**src/core/dcfmp_pkg.sv**
```systemverilog
package dcfmp_pkg;
  // word and storage geometry
  localparam int DATA_W = 36;
  localparam int ADDR_W = 6;
  localparam int CNT_W = 7;
  localparam logic [CNT_W-1:0] FIFO_DEPTH = 7'h40;
  localparam int LANE_W = 9;
  localparam int LANES = 4;
  // two-entry buffer in the write path
  localparam int BUF_W = DATA_W;
  localparam int BUF_DEPTH = 2;
  // almost-flag offset choices
  localparam int OFS_W = 5;
  localparam logic [OFS_W-1:0] OFS_16 = 5'h10;
  localparam logic [OFS_W-1:0] OFS_12 = 5'h0C;
  localparam logic [OFS_W-1:0] OFS_8 = 5'h08;
  localparam logic [OFS_W-1:0] OFS_4 = 5'h04;
  localparam logic [OFS_W-1:0] OFS_RST = OFS_4;
  // values held while reset is applied
  localparam logic [1:0] FULL_SYNC_RST = 2'h0;
  localparam logic [1:0] AFULL_SYNC_RST = 2'h3;
  localparam logic [1:0] EMPTY_SYNC_RST = 2'h0;
  localparam logic [1:0] AEMPTY_SYNC_RST = 2'h0;
  localparam logic MAIL_FLAG_RST = 1'b1;
endpackage : dcfmp_pkg

```
**src/core/dcfmp_skid_buf.sv**
```systemverilog
`timescale 1ns/1ns
`default_nettype none
module dcfmp_skid_buf #(
  parameter int WIDTH = dcfmp_pkg::BUF_W,
  parameter int DEPTH = dcfmp_pkg::BUF_DEPTH
) (
  // clock and reset
  input wire logic clk_i,
  input wire logic rst_i,
  // filling side
  input wire logic in_valid_i,
  output logic in_ready_o,
  input wire logic [WIDTH-1:0] in_data_i,
  // draining side
  output logic out_valid_o,
  input wire logic out_ready_i,
  output logic [WIDTH-1:0] out_data_o,
  // occupancy
  output logic [$clog2(DEPTH):0] count_o
);
  localparam int PW = (DEPTH > 1) ? $clog2(DEPTH) : 1;
  localparam logic [PW:0] FULL_CNT = (PW+1)'(DEPTH);
  localparam logic [PW-1:0] LAST = (PW)'(DEPTH - 1);

  typedef struct packed {
    logic [DEPTH-1:0][WIDTH-1:0] data;
    logic [PW-1:0] wp;
    logic [PW-1:0] rp;
    logic [PW:0] cnt;
  } dcfmp_buf_t;

  dcfmp_buf_t s_r;
  dcfmp_buf_t s_nxt;
  logic push;
  logic pop;

  assign in_ready_o = (s_r.cnt != FULL_CNT);
  assign out_valid_o = (s_r.cnt != '0);
  assign out_data_o = s_r.data[s_r.rp];
  assign count_o = s_r.cnt;
  assign push = in_valid_i & in_ready_o;
  assign pop = out_valid_o & out_ready_i;

  always_comb begin
    s_nxt = s_r;
    if (push) begin
      s_nxt.data[s_r.wp] = in_data_i;
      s_nxt.wp = (s_r.wp == LAST) ? '0 : s_r.wp + 1'b1;
    end
    if (pop) begin
      s_nxt.rp = (s_r.rp == LAST) ? '0 : s_r.rp + 1'b1;
    end
    if (push && !pop) begin
      s_nxt.cnt = s_r.cnt + 1'b1;
    end else if (pop && !push) begin
      s_nxt.cnt = s_r.cnt - 1'b1;
    end
  end

  always_ff @(posedge clk_i) begin
    if (rst_i) begin
      s_r <= '0;
    end else begin
      s_r <= s_nxt;
    end
  end
endmodule : dcfmp_skid_buf
`default_nettype wire

```
**src/core/dcfmp_parity.sv**
```systemverilog
`timescale 1ns/1ns
`default_nettype none
module dcfmp_parity (
  // outgoing word and generation control
  input wire logic [dcfmp_pkg::DATA_W-1:0] data_i,
  input wire logic gen_i,
  input wire logic odd_i,
  // resolved bus level for checking
  input wire logic [dcfmp_pkg::DATA_W-1:0] check_i,
  // results
  output logic [dcfmp_pkg::DATA_W-1:0] data_o,
  output logic err_n_o
);
  localparam int LW = dcfmp_pkg::LANE_W;
  logic [dcfmp_pkg::LANES-1:0] lane_ok;

  // top bit of each 9-bit lane carries its parity
  for (genvar i = 0; i < dcfmp_pkg::LANES; i++) begin : g_lane
    logic [LW-2:0] low;
    assign low = data_i[i*LW +: LW-1];
    assign data_o[i*LW +: LW-1] = low;
    assign data_o[i*LW+LW-1] = gen_i ? (^low ^ odd_i) : data_i[i*LW+LW-1];
    assign lane_ok[i] = ((^check_i[i*LW +: LW]) == odd_i);
  end

  assign err_n_o = &lane_ok;
endmodule : dcfmp_parity
`default_nettype wire

```
**src/core/dcfmp_top.sv**
```systemverilog
// Operation
// - Reset may be applied and released at any time.
// - Reset clears pointers; full, empty, almost-empty low; almost-full high.
// - Reset drives both mailbox flags high.
// - Full flag rises on the second edge after reset release.
// - Offset select pins load 16, 12, 8 or 4 at reset release.
// - Port A bus drives only while its select and direction are low.
// - Port A write cycle with full flag high stores the word.
// - Port B bus drives only while its select and direction are low.
// - Port B read cycle with empty flag high loads the output register; the code also needs the live word count nonzero.
// - Transfer gate low means no transfer on that port.
// - Mail 1 write clears its flag; port B shows new mail at once.
// - Mail 2 write clears its flag; port A shows new mail at once.
// - Port A mail read sets the mail 2 flag high.
// - Parity error flags follow bus and polarity combinationally; no port control enters them.
// - Parity generation replaces lane top bits only during mailbox reads.
// - Full flags pass two stages; empty flags pass two stages.
// - Almost-empty low at X words or fewer; almost-full low at 64-X up.
// - Port B mail read sets the mail 1 flag high.
`timescale 1ns/1ns
`default_nettype none
module dcfmp_top (
  // clock and reset
  input wire logic clk_i,
  input wire logic rst_i,
  // configuration
  input wire logic offset_sel0_i,
  input wire logic offset_sel1_i,
  input wire logic odd_even_i,
  // port A controls
  input wire logic port_a_chip_sel_n_i,
  input wire logic port_a_dir_sel_i,
  input wire logic port_a_xfer_gate_i,
  input wire logic port_a_mail_sel_i,
  input wire logic port_a_parity_gen_i,
  // port A bus
  input wire logic [dcfmp_pkg::DATA_W-1:0] port_a_bus_i,
  output logic [dcfmp_pkg::DATA_W-1:0] port_a_bus_o,
  output logic port_a_bus_oe_n_o,
  output logic port_a_parity_err_n_o,
  // port B controls
  input wire logic port_b_chip_sel_n_i,
  input wire logic port_b_dir_sel_i,
  input wire logic port_b_xfer_gate_i,
  input wire logic port_b_mail_sel_i,
  input wire logic port_b_parity_gen_i,
  // port B bus
  input wire logic [dcfmp_pkg::DATA_W-1:0] port_b_bus_i,
  output logic [dcfmp_pkg::DATA_W-1:0] port_b_bus_o,
  output logic port_b_bus_oe_n_o,
  output logic port_b_parity_err_n_o,
  // flags
  output logic full_flag_n_o,
  output logic almost_full_flag_n_o,
  output logic empty_flag_n_o,
  output logic almost_empty_flag_n_o,
  output logic mail1_full_n_o,
  output logic mail2_full_n_o
);
  localparam int DW = dcfmp_pkg::DATA_W;
  localparam int AW = dcfmp_pkg::ADDR_W;
  localparam int CW = dcfmp_pkg::CNT_W;
  localparam int OW = dcfmp_pkg::OFS_W;
  localparam int BCW = $clog2(dcfmp_pkg::BUF_DEPTH) + 1;

  typedef struct packed {
    logic [CW-1:0] cnt;
    logic [AW-1:0] wr_ptr;
    logic [AW-1:0] rd_ptr;
    logic [DW-1:0] out_word;
    logic [DW-1:0] mail1;
    logic [DW-1:0] mail2;
    logic mail1_full_n_n;
    logic mail2_full_n_n;
    logic [OW-1:0] ofs;
    logic rst_seen;
    logic [1:0] ff_s;
    logic [1:0] af_s;
    logic [1:0] ef_s;
    logic [1:0] ae_s;
  } dcfmp_state_t;

  dcfmp_state_t s_r;
  dcfmp_state_t s_nxt;
  logic [DW-1:0] mem_r [0:(1<<AW)-1];

  logic a_act;
  logic b_act;
  logic wr_req;
  logic wr_acc;
  logic buf_in_ready;
  logic buf_out_valid;
  logic buf_out_ready;
  logic [DW-1:0] buf_out_data;
  logic [BCW-1:0] buf_cnt;
  logic push;
  logic rd_go;
  logic mail1_wr;
  logic mail1_rd;
  logic mail2_wr;
  logic mail2_rd;
  logic [CW:0] total;
  logic raw_full_n;
  logic raw_afull_n;
  logic raw_empty_n;
  logic raw_aempty_n;
  logic [DW-1:0] a_word;
  logic [DW-1:0] b_word;
  logic a_gen;
  logic b_gen;

  ////////////////////////////////////////////////////////////////////////
  // port decoding: nothing happens on an edge with the gate low
  assign a_act = !port_a_chip_sel_n_i && port_a_xfer_gate_i;
  assign b_act = !port_b_chip_sel_n_i && port_b_xfer_gate_i;
  assign wr_req = a_act && port_a_dir_sel_i && !port_a_mail_sel_i
                  && full_flag_n_o;
  assign wr_acc = wr_req && buf_in_ready;
  // dir low on port A without mail select decodes to nothing
  assign mail2_rd = a_act && !port_a_dir_sel_i && port_a_mail_sel_i;
  assign mail1_wr = a_act && port_a_dir_sel_i && port_a_mail_sel_i;
  assign mail2_wr = b_act && port_b_dir_sel_i && port_b_mail_sel_i;
  assign mail1_rd = b_act && !port_b_dir_sel_i && port_b_mail_sel_i;
  // both the lagging flag and the live count must agree before a read
  assign rd_go = b_act && !port_b_dir_sel_i && !port_b_mail_sel_i
                 && empty_flag_n_o && (s_r.cnt != '0);

  ////////////////////////////////////////////////////////////////////////
  // write path buffer soaks up writes taken while the full flag lags
  assign push = buf_out_valid && (s_r.cnt != dcfmp_pkg::FIFO_DEPTH);
  assign buf_out_ready = push;

  dcfmp_skid_buf u_buf (
    .clk_i(clk_i),
    .rst_i(rst_i),
    .in_valid_i(wr_req),
    .in_ready_o(buf_in_ready),
    .in_data_i(port_a_bus_i),
    .out_valid_o(buf_out_valid),
    .out_ready_i(buf_out_ready),
    .out_data_o(buf_out_data),
    .count_o(buf_cnt)
  );

  always_ff @(posedge clk_i) begin
    if (push) begin
      mem_r[s_r.wr_ptr] <= buf_out_data;
    end
  end

  ////////////////////////////////////////////////////////////////////////
  // raw level compares ahead of the two-stage flag chains
  assign total = {1'b0, s_r.cnt} + (CW+1)'(buf_cnt);
  assign raw_full_n = (total < {1'b0, dcfmp_pkg::FIFO_DEPTH});
  assign raw_empty_n = (s_r.cnt != '0);
  assign raw_aempty_n = (s_r.cnt > CW'(s_r.ofs));
  assign raw_afull_n = (total < ((CW+1)'(dcfmp_pkg::FIFO_DEPTH)
                                 - (CW+1)'(s_r.ofs)));

  always_comb begin
    s_nxt = s_r;
    // offset is caught on the first edge after reset lets go
    if (s_r.rst_seen) begin
      s_nxt.rst_seen = 1'b0;
      case ({offset_sel1_i, offset_sel0_i})
        2'b11: s_nxt.ofs = dcfmp_pkg::OFS_16;
        2'b10: s_nxt.ofs = dcfmp_pkg::OFS_12;
        2'b01: s_nxt.ofs = dcfmp_pkg::OFS_8;
        default: s_nxt.ofs = dcfmp_pkg::OFS_4;
      endcase
    end
    if (push) begin
      s_nxt.wr_ptr = s_r.wr_ptr + 1'b1;
    end
    if (rd_go) begin
      s_nxt.out_word = mem_r[s_r.rd_ptr];
      s_nxt.rd_ptr = s_r.rd_ptr + 1'b1;
    end
    if (push && !rd_go) begin
      s_nxt.cnt = s_r.cnt + 1'b1;
    end else if (rd_go && !push) begin
      s_nxt.cnt = s_r.cnt - 1'b1;
    end
    // arriving mail wins over a read in the same cycle
    if (mail1_rd) begin
      s_nxt.mail1_full_n_n = 1'b1;
    end
    if (mail1_wr) begin
      s_nxt.mail1 = port_a_bus_i;
      s_nxt.mail1_full_n_n = 1'b0;
    end
    if (mail2_rd) begin
      s_nxt.mail2_full_n_n = 1'b1;
    end
    if (mail2_wr) begin
      s_nxt.mail2 = port_b_bus_i;
      s_nxt.mail2_full_n_n = 1'b0;
    end
    s_nxt.ff_s = {s_r.ff_s[0], raw_full_n};
    s_nxt.af_s = {s_r.af_s[0], raw_afull_n};
    s_nxt.ef_s = {s_r.ef_s[0], raw_empty_n};
    s_nxt.ae_s = {s_r.ae_s[0], raw_aempty_n};
  end

  // synchronous reset: a release at any point takes effect next edge
  always_ff @(posedge clk_i) begin
    if (rst_i) begin
      s_r <= '0;
      s_r.ofs <= dcfmp_pkg::OFS_RST;
      s_r.rst_seen <= 1'b1;
      s_r.mail1_full_n_n <= dcfmp_pkg::MAIL_FLAG_RST;
      s_r.mail2_full_n_n <= dcfmp_pkg::MAIL_FLAG_RST;
      s_r.ff_s <= dcfmp_pkg::FULL_SYNC_RST;
      s_r.af_s <= dcfmp_pkg::AFULL_SYNC_RST;
      s_r.ef_s <= dcfmp_pkg::EMPTY_SYNC_RST;
      s_r.ae_s <= dcfmp_pkg::AEMPTY_SYNC_RST;
    end else begin
      s_r <= s_nxt;
    end
  end

  assign full_flag_n_o = s_r.ff_s[1];
  assign almost_full_flag_n_o = s_r.af_s[1];
  assign empty_flag_n_o = s_r.ef_s[1];
  assign almost_empty_flag_n_o = s_r.ae_s[1];
  assign mail1_full_n_o = s_r.mail1_full_n_n;
  assign mail2_full_n_o = s_r.mail2_full_n_n;

  ////////////////////////////////////////////////////////////////////////
  // bus drive and parity; mail select acts without a clock edge
  assign port_a_bus_oe_n_o = port_a_chip_sel_n_i | port_a_dir_sel_i;
  assign port_b_bus_oe_n_o = port_b_chip_sel_n_i | port_b_dir_sel_i;
  assign a_word = port_a_mail_sel_i ? s_r.mail2 : '0;
  assign b_word = port_b_mail_sel_i ? s_r.mail1 : s_r.out_word;
  assign a_gen = port_a_parity_gen_i && !port_a_bus_oe_n_o
                 && port_a_mail_sel_i;
  assign b_gen = port_b_parity_gen_i && !port_b_bus_oe_n_o
                 && port_b_mail_sel_i;

  // checks run on the resolved wire, so a driven word is checked too
  dcfmp_parity u_par_a (
    .data_i(a_word),
    .gen_i(a_gen),
    .odd_i(odd_even_i),
    .check_i(port_a_bus_i),
    .data_o(port_a_bus_o),
    .err_n_o(port_a_parity_err_n_o)
  );

  dcfmp_parity u_par_b (
    .data_i(b_word),
    .gen_i(b_gen),
    .odd_i(odd_even_i),
    .check_i(port_b_bus_i),
    .data_o(port_b_bus_o),
    .err_n_o(port_b_parity_err_n_o)
  );
endmodule : dcfmp_top
`default_nettype wire

```
**config.mk**
```make
export PLATFORM = sky130hd
export DESIGN_NAME = dcfmp_top
export DESIGN_NICKNAME = d
export VERILOG_FILES = /design/src/core/dcfmp_pkg.sv /design/src/core/dcfmp_skid_buf.sv /design/src/core/dcfmp_parity.sv /design/src/core/dcfmp_top.sv
export SDC_FILE = /design/constraint.sdc
export NUM_CORES = 2
export LEC_CHECK = 0
export BUFFER_PORTS_ARGS = -buffer_cell sky130_fd_sc_hd__buf_4
export CORE_MARGIN = 4
export CORE_UTILIZATION = 55
export CTS_BUF_LIST = sky130_fd_sc_hd__clkbuf_4
export DETAILED_ROUTE_END_ITERATION = 10
export PLACE_DENSITY = 0.82
export REMOVE_ABC_BUFFERS = 1
export SETUP_SLACK_MARGIN = 0.05
export SLEW_MARGIN = 20
export SYNTH_ARGS = -nofsm -noshare
export SYNTH_HDL_FRONTEND = slang
export SYNTH_SLANG_ARGS = --single-unit
```
**constraint.sdc**
```tcl
create_clock -name clk_i -period 9.45 [get_ports clk_i]
set_input_delay 0.4725 -clock clk_i [delete_from_list [all_inputs] [get_ports clk_i]]
set_output_delay 0.4725 -clock clk_i [all_outputs]
set_load 0.005 [all_outputs]
```
After elaboration in Yosys (flattened, before gate mapping) --
Memory sizes are Yosys's and may differ from the RTL's. A register that Yosys moved wholly into a read port is not among the register bits. Cells that the tools add are included.
Word-level totals: register bits after elaboration 183, bits in latches 0, RAM bits 2304, bits in read-only memories 0, input bits 87, output and inout port bits 82, logic and storage cells 149, memories kept 1
Cells by class: add/sub/neg operators 10, multiply operators 0, divide/modulo/power cells 0, magnitude comparators 6, equal/unequal tests 13, shifts and indexed selects 0, muxes and demuxes 28, bitwise gates (word level) 12, reduce and logical (&&, ||, !) cells 61
Memories:
- mem_r | depth 64, width 36, read ports 1, clocked after Yosys merged registers in 1, write ports 1, line dcfmp_top.sv:85 | logic [DW-1:0] mem_r [0:(1<<AW)-1];
Operators by type and width (number):
- $mux 36 | 5
- $bwmux 72 | 1
- $reduce_xor 9->1 | 8
- $reduce_xor 8->1 | 8
- $demux 36 s1 | 1
- $logic_and 1x1->1 | 25
- $mux 1 | 16
- $pmux 5 s3 | 1
- $mux 7 | 2
- $add 6x1->6 const B | 2
- $logic_not 1->1 | 12
- $reduce_bool 2->1 | 5
- $add 7x2->8 | 1
- $eq 1x1->1 | 8
- $lt 8x7->1 const B | 1
- $lt 8x8->1 | 1
- $reduce_and 4->1 | 2
- $sub 7x5->8 const A | 1
- $xor 1x1->1 | 8
- $add 7x1->7 const B | 1
- $gt 7x5->1 | 1
- $ne 7x7->1 const B | 1
- $reduce_bool 7->1 | 1
- $sub 7x1->7 const B | 1
- 11 further kinds | 17

Longest topological paths before layout --
word-level depth 10, depth in mapped cells 15, depth with buffers taken out 13

Modules after synthesis --
Synthesis repeated with hierarchy kept, for this count alone.
Second synthesis, totals: cell total of the unflattened synthesis 5165, area, all modules 99710.6 um^2
By module, submodules not included:
- dcfmp_top | times used 1, cells each 4580, area an instance 94282.9 um^2, seq. area each 72009.1 um^2
- dcfmp_skid_buf | times used 1, cells each 383, area an instance 3626.0 um^2, seq. area each 1521.5 um^2
- dcfmp_parity | times used 2, cells each 101, area an instance 900.9 um^2, seq. area each 0.0 um^2

Worst setup path before layout --
Ideal clock, no wire load.
path kind register to register, start reg s_r[139] (netlist name), end mem mem_r[31][0] (netlist name), enable pin, setup time 0.431 ns, data arrival time 2.943 ns, required time 9.019 ns, path slack 6.076 ns, stages on the path, launching flop included 6, path buffers 1, clock period less this slack 3.374 ns, cells stage by stage dfxtp_1 -> nor3_1 -> a41oi_1 -> buf_2 -> nand4_1 -> nor2_1
Between the ends: word-level cells in the longest chain between the ends 4
RTL lines:
- start, declared | line dcfmp_top.sv:83 | dcfmp_state_t s_r;
- start signal, assigned | line dcfmp_top.sv:218 | s_r <= s_nxt;
- $ne 7x7->1 | line dcfmp_top.sv:130 | assign push = buf_out_valid && (s_r.cnt != dcfmp_pkg::FIFO_DEPTH);
- $logic_and 1x1->1 | line dcfmp_top.sv:130
- named net buf_out_ready | line dcfmp_top.sv:93 | logic buf_out_ready;
- $mux 1 | line dcfmp_top.sv:146 | if (push) begin
- $mux 1 (implied by the code) | line dcfmp_top.sv:147 | mem_r[s_r.wr_ptr] <= buf_out_data;
- end, declared | line dcfmp_top.sv:85
The timed path passes the listed nets, and every way through them passes these cells.

==> flow_summary.yaml <==
status:
  status: "finished, final reports clean"
timing:
  finalSetupViolCount: 0
  worst_pin_slew_ns: 1.200
  fmax_ghz: 0.2057
  finalMaxSlewViolations: 0
  setup_ws_ns: 4.588
  skew_ns: 0.1171
  finalCriticalPeriod_ns: 4.862
  finalHoldViolations: 0
  slew_headroom_pct: 20.01
  rsz0062_at_grt: "false"
  period_share_pct: 51.45
finish:
  fin_nets: 6081
  multi_input_area_sq_um: 23840
  drive_gt1_share_pct: 30.32
  syn_to_final_growth_pct: 14.84
  postLayoutCoreUtil_pct: 63.83
  regArea_sq_um: 73550
  fillers: 11060
setup_path:
  slowest_stage: "dfxtp_4"
  worst_setup_path_start_kind: "register"
  critPathKind: "reg2reg"
  crit_end: "s_r[113]"
  crit_chain: "buf_4 -> buf_12 -> buf_4 -> mux4_2 -> mux4_2 -> o211ai_1 -> o311ai_1"
  required_ns: 10.62
  worst_setup_path_end_kind: "register"
  arrival_ns: 6.04
  rr_startpoint: "s_r[125]"
  slowest_delay_ns: 0.88
  r2r_end: "s_r[113]"
  reg2reg_slack_ns: 4.59
  critPathLaunch: "s_r[125]"
  reg2regPathDepth: 7
  crit_fanout: 106
clock_network:
  cts_buffers: 623
  cts_tree: "done"
  cts_resized: 0
  cts_buffer_depth: 4
  cts_max_level: 6
  clock_sinks: 2521
  clk_pin_slew_ns: 0.07
  clock_latency_ns: 1.38
  postCtsSetupBuffers: 0
  cts-root-buf: "clkbuf_4"
floorplanning:
  die_w_microns: 431.0
  start_util_pct: 55.58
  fp.dieH_microns: 431.0
  coreArea_sq_um: 177100
  io_pins: 169
  rows: 154
  die_area_sq_um: 185800
drt:
  firstDrtPassIters: 8
  drc: 0
  vias: 57770
  drtIter0Drc: 9239
  highest-signal-layer: "met5"
  routed_wl_microns: 278800
  vias_per_cell: 6.564
  wl_met1_microns: 89970
  ant_nets: 0
  wl_met2_microns: 127700
  dr_wl_met3_microns: 43660
  wl_per_cell_microns: 31.67
place:
  pre_cts_ws_ns: 4.775
  dp_hpwl_microns: 145600
  io_buffers: 168
  place_congestion: 0.8478
synthesis:
  synthArstFlopShare_pct: 0
  avgSynthCellArea_sq_um: 19.30
  synth_area_leaders: "edfxtp_1, mux4_2, dfxtp_1"
  yosysSeqAreaShare_pct: 74.71
  synth_top_area_cell: "edfxtp_1"
  synth_commonest_cells: "edfxtp_1, mux4_2, nand2_1, mux2i_1, dfxtp_1"
  ys.flop_type: "edfxtp_1"
  synthCells: 5099
  synth_top_area_share_pct: 70.30
  synth_seq_cells: 2521
  ys_types: 72
  ys.warnings.count: 0
  syn_area_sq_um: 98420
  yosys.cell_count.top_type: "edfxtp_1"
  synth_edf_count: 2304
power_and_ir_drop:
  power_density_nw_per_um2: 199.4
  p_leak_nw: 33.09
  peakVddDrop_mv: 0.1464
grt:
  grt_pass1_wl_microns: 401900
  grt_pass1_vias: 59080
  antenna_found_initial: 19
  grt.total_usage_pct: 30.00
  grt_max_degree: 118
  grt.overflow.total: 0
min_path:
  min_path_type: "in2reg"
flow_run:
  maxCapViolCount: 0
-- kinds of logic after synthesis --
kind of cell,count (synthesis),synth area share [%]
XOR/XNOR,142,1.381
multiplexers,849,15.12
buffers and inverters,314,1.753
AND/OR/NAND/NOR,698,3.070
AO/OA/AOI/OAI,552,3.664
adder cells (fa/ha/maj),23,0.3000
flip-flops,2521,74.71
-- report_power, final --
| group | switching (W) | total, W | internal (W) |
|---|---|---|---|
| clock | 0.00428 | 0.00898 | 0.00470 |
| sequential | 0.0000883 | 0.0123 | 0.0122 |
| combinational | 0.000785 | 0.00128 | 0.000490 |
-- cell usage in the layout, fill, tap and decap left out, drive strengths merged, types with 7 or more instances in the layout --
master          n
mux2           74
a211o           8
o221ai         25
o211ai         11
diode          24
xnor2          89
a211oi         33
o31ai          10
a21oi         207
nor3           28
buf           306
o22ai          64
nor2          139
and2           45
and3            7
o21ai          42
a221o           7
a2111oi        21
inv            41
nand2         385
nor2b          16
a221oi          9
xor2           45
dlygate4sd3   235
mux2i         272
clkbuf        912
nand3          37
clkinv        143
edfxtp       2304
bufinv         10
ha             22
a32oi          15
mux4          503
dfxtp         217
a22oi          70
-- worst max-delay path, delay by kind of cell (launching register included) --
kind | cells | cell delay [ns]
compound gates | 2 | 0.86
flops | 1 | 0.88
mux | 2 | 0.89
buf+inv | 3 | 1.93
-- stage by stage --
step / total power, W / hold WS [ns] / cells / instance area (sq um) / TNS [ns]
after detailed placement: 0.01366 / 0.3991 / 7449 / 102700 / 0
after CTS: 0.02251 / 0.002617 / 8775 / 112800 / 0
after floorplan: 0.01327 / 0.3895 / 4804 / 96770 / -713.81
final: 0.02254 / 0.08738 / 8801 / 113000 / 0
after global placement: 0.01361 / 0.3977 / 7446 / 102600 / 0
after global routing: 0.02337 / 0.007099 / 8785 / 113000 / 0
-- repair_timing --
action,4_1_cts,5_1_grt
endpoints found under the setup margin,0,0
endpoints found under the hold margin,184,0
hold buffers,235,0
-- final cells by class --
type                       count  area share, %
inverter                      19        0.06531
sequential                  2521          65.07
antenna                       24        0.05314
tap                         2340          2.590
clock buffer                 912          6.057
timing repair buffer         542          4.208
clock inverter               179         0.8601
multi-input combinational   2264          21.09
-- worst min path at each step --
stage                startpoint                    to  slack, ns  depth (start not counted)
6_report       port_a_bus_i[17]         u_buf.s_r[21]       0.09                          4
5_1_grt        port_a_bus_i[17]         u_buf.s_r[21]      0.007                          4
4_1_cts         port_a_bus_i[1]          u_buf.s_r[5]      0.003                          4
3_5_place_dp           s_nxt[5]  almost_full_flag_n_o       0.40                          1
3_3_place_gp           s_nxt[5]  almost_full_flag_n_o       0.40                          1
2_1_floorplan          s_nxt[5]  almost_full_flag_n_o       0.39                          1
-- registers in the layout, summed over array words and instances, names as in the netlist --
name                   count
mail2_full_n_o             1
almost_empty_flag_n_o      1
s_nxt                      4
s_r                      131
u_buf.s_r                 74
full_flag_n_o              1
empty_flag_n_o             1
almost_full_flag_n_o       1
mail1_full_n_o             1
u_buf.count_o              2
mem_r                   2304
-- routing by layer --
metal | global-route usage [%] | vias to the layer above
li1 | - | 22800
met1 | 38.16 | 28760
met2 | 45.34 | 5151
met3 | 11.04 | 1041
met4 | 16.20 | 16
met5 | 0.3330 | -
Note: power is estimated with default switching activity, not from simulation.
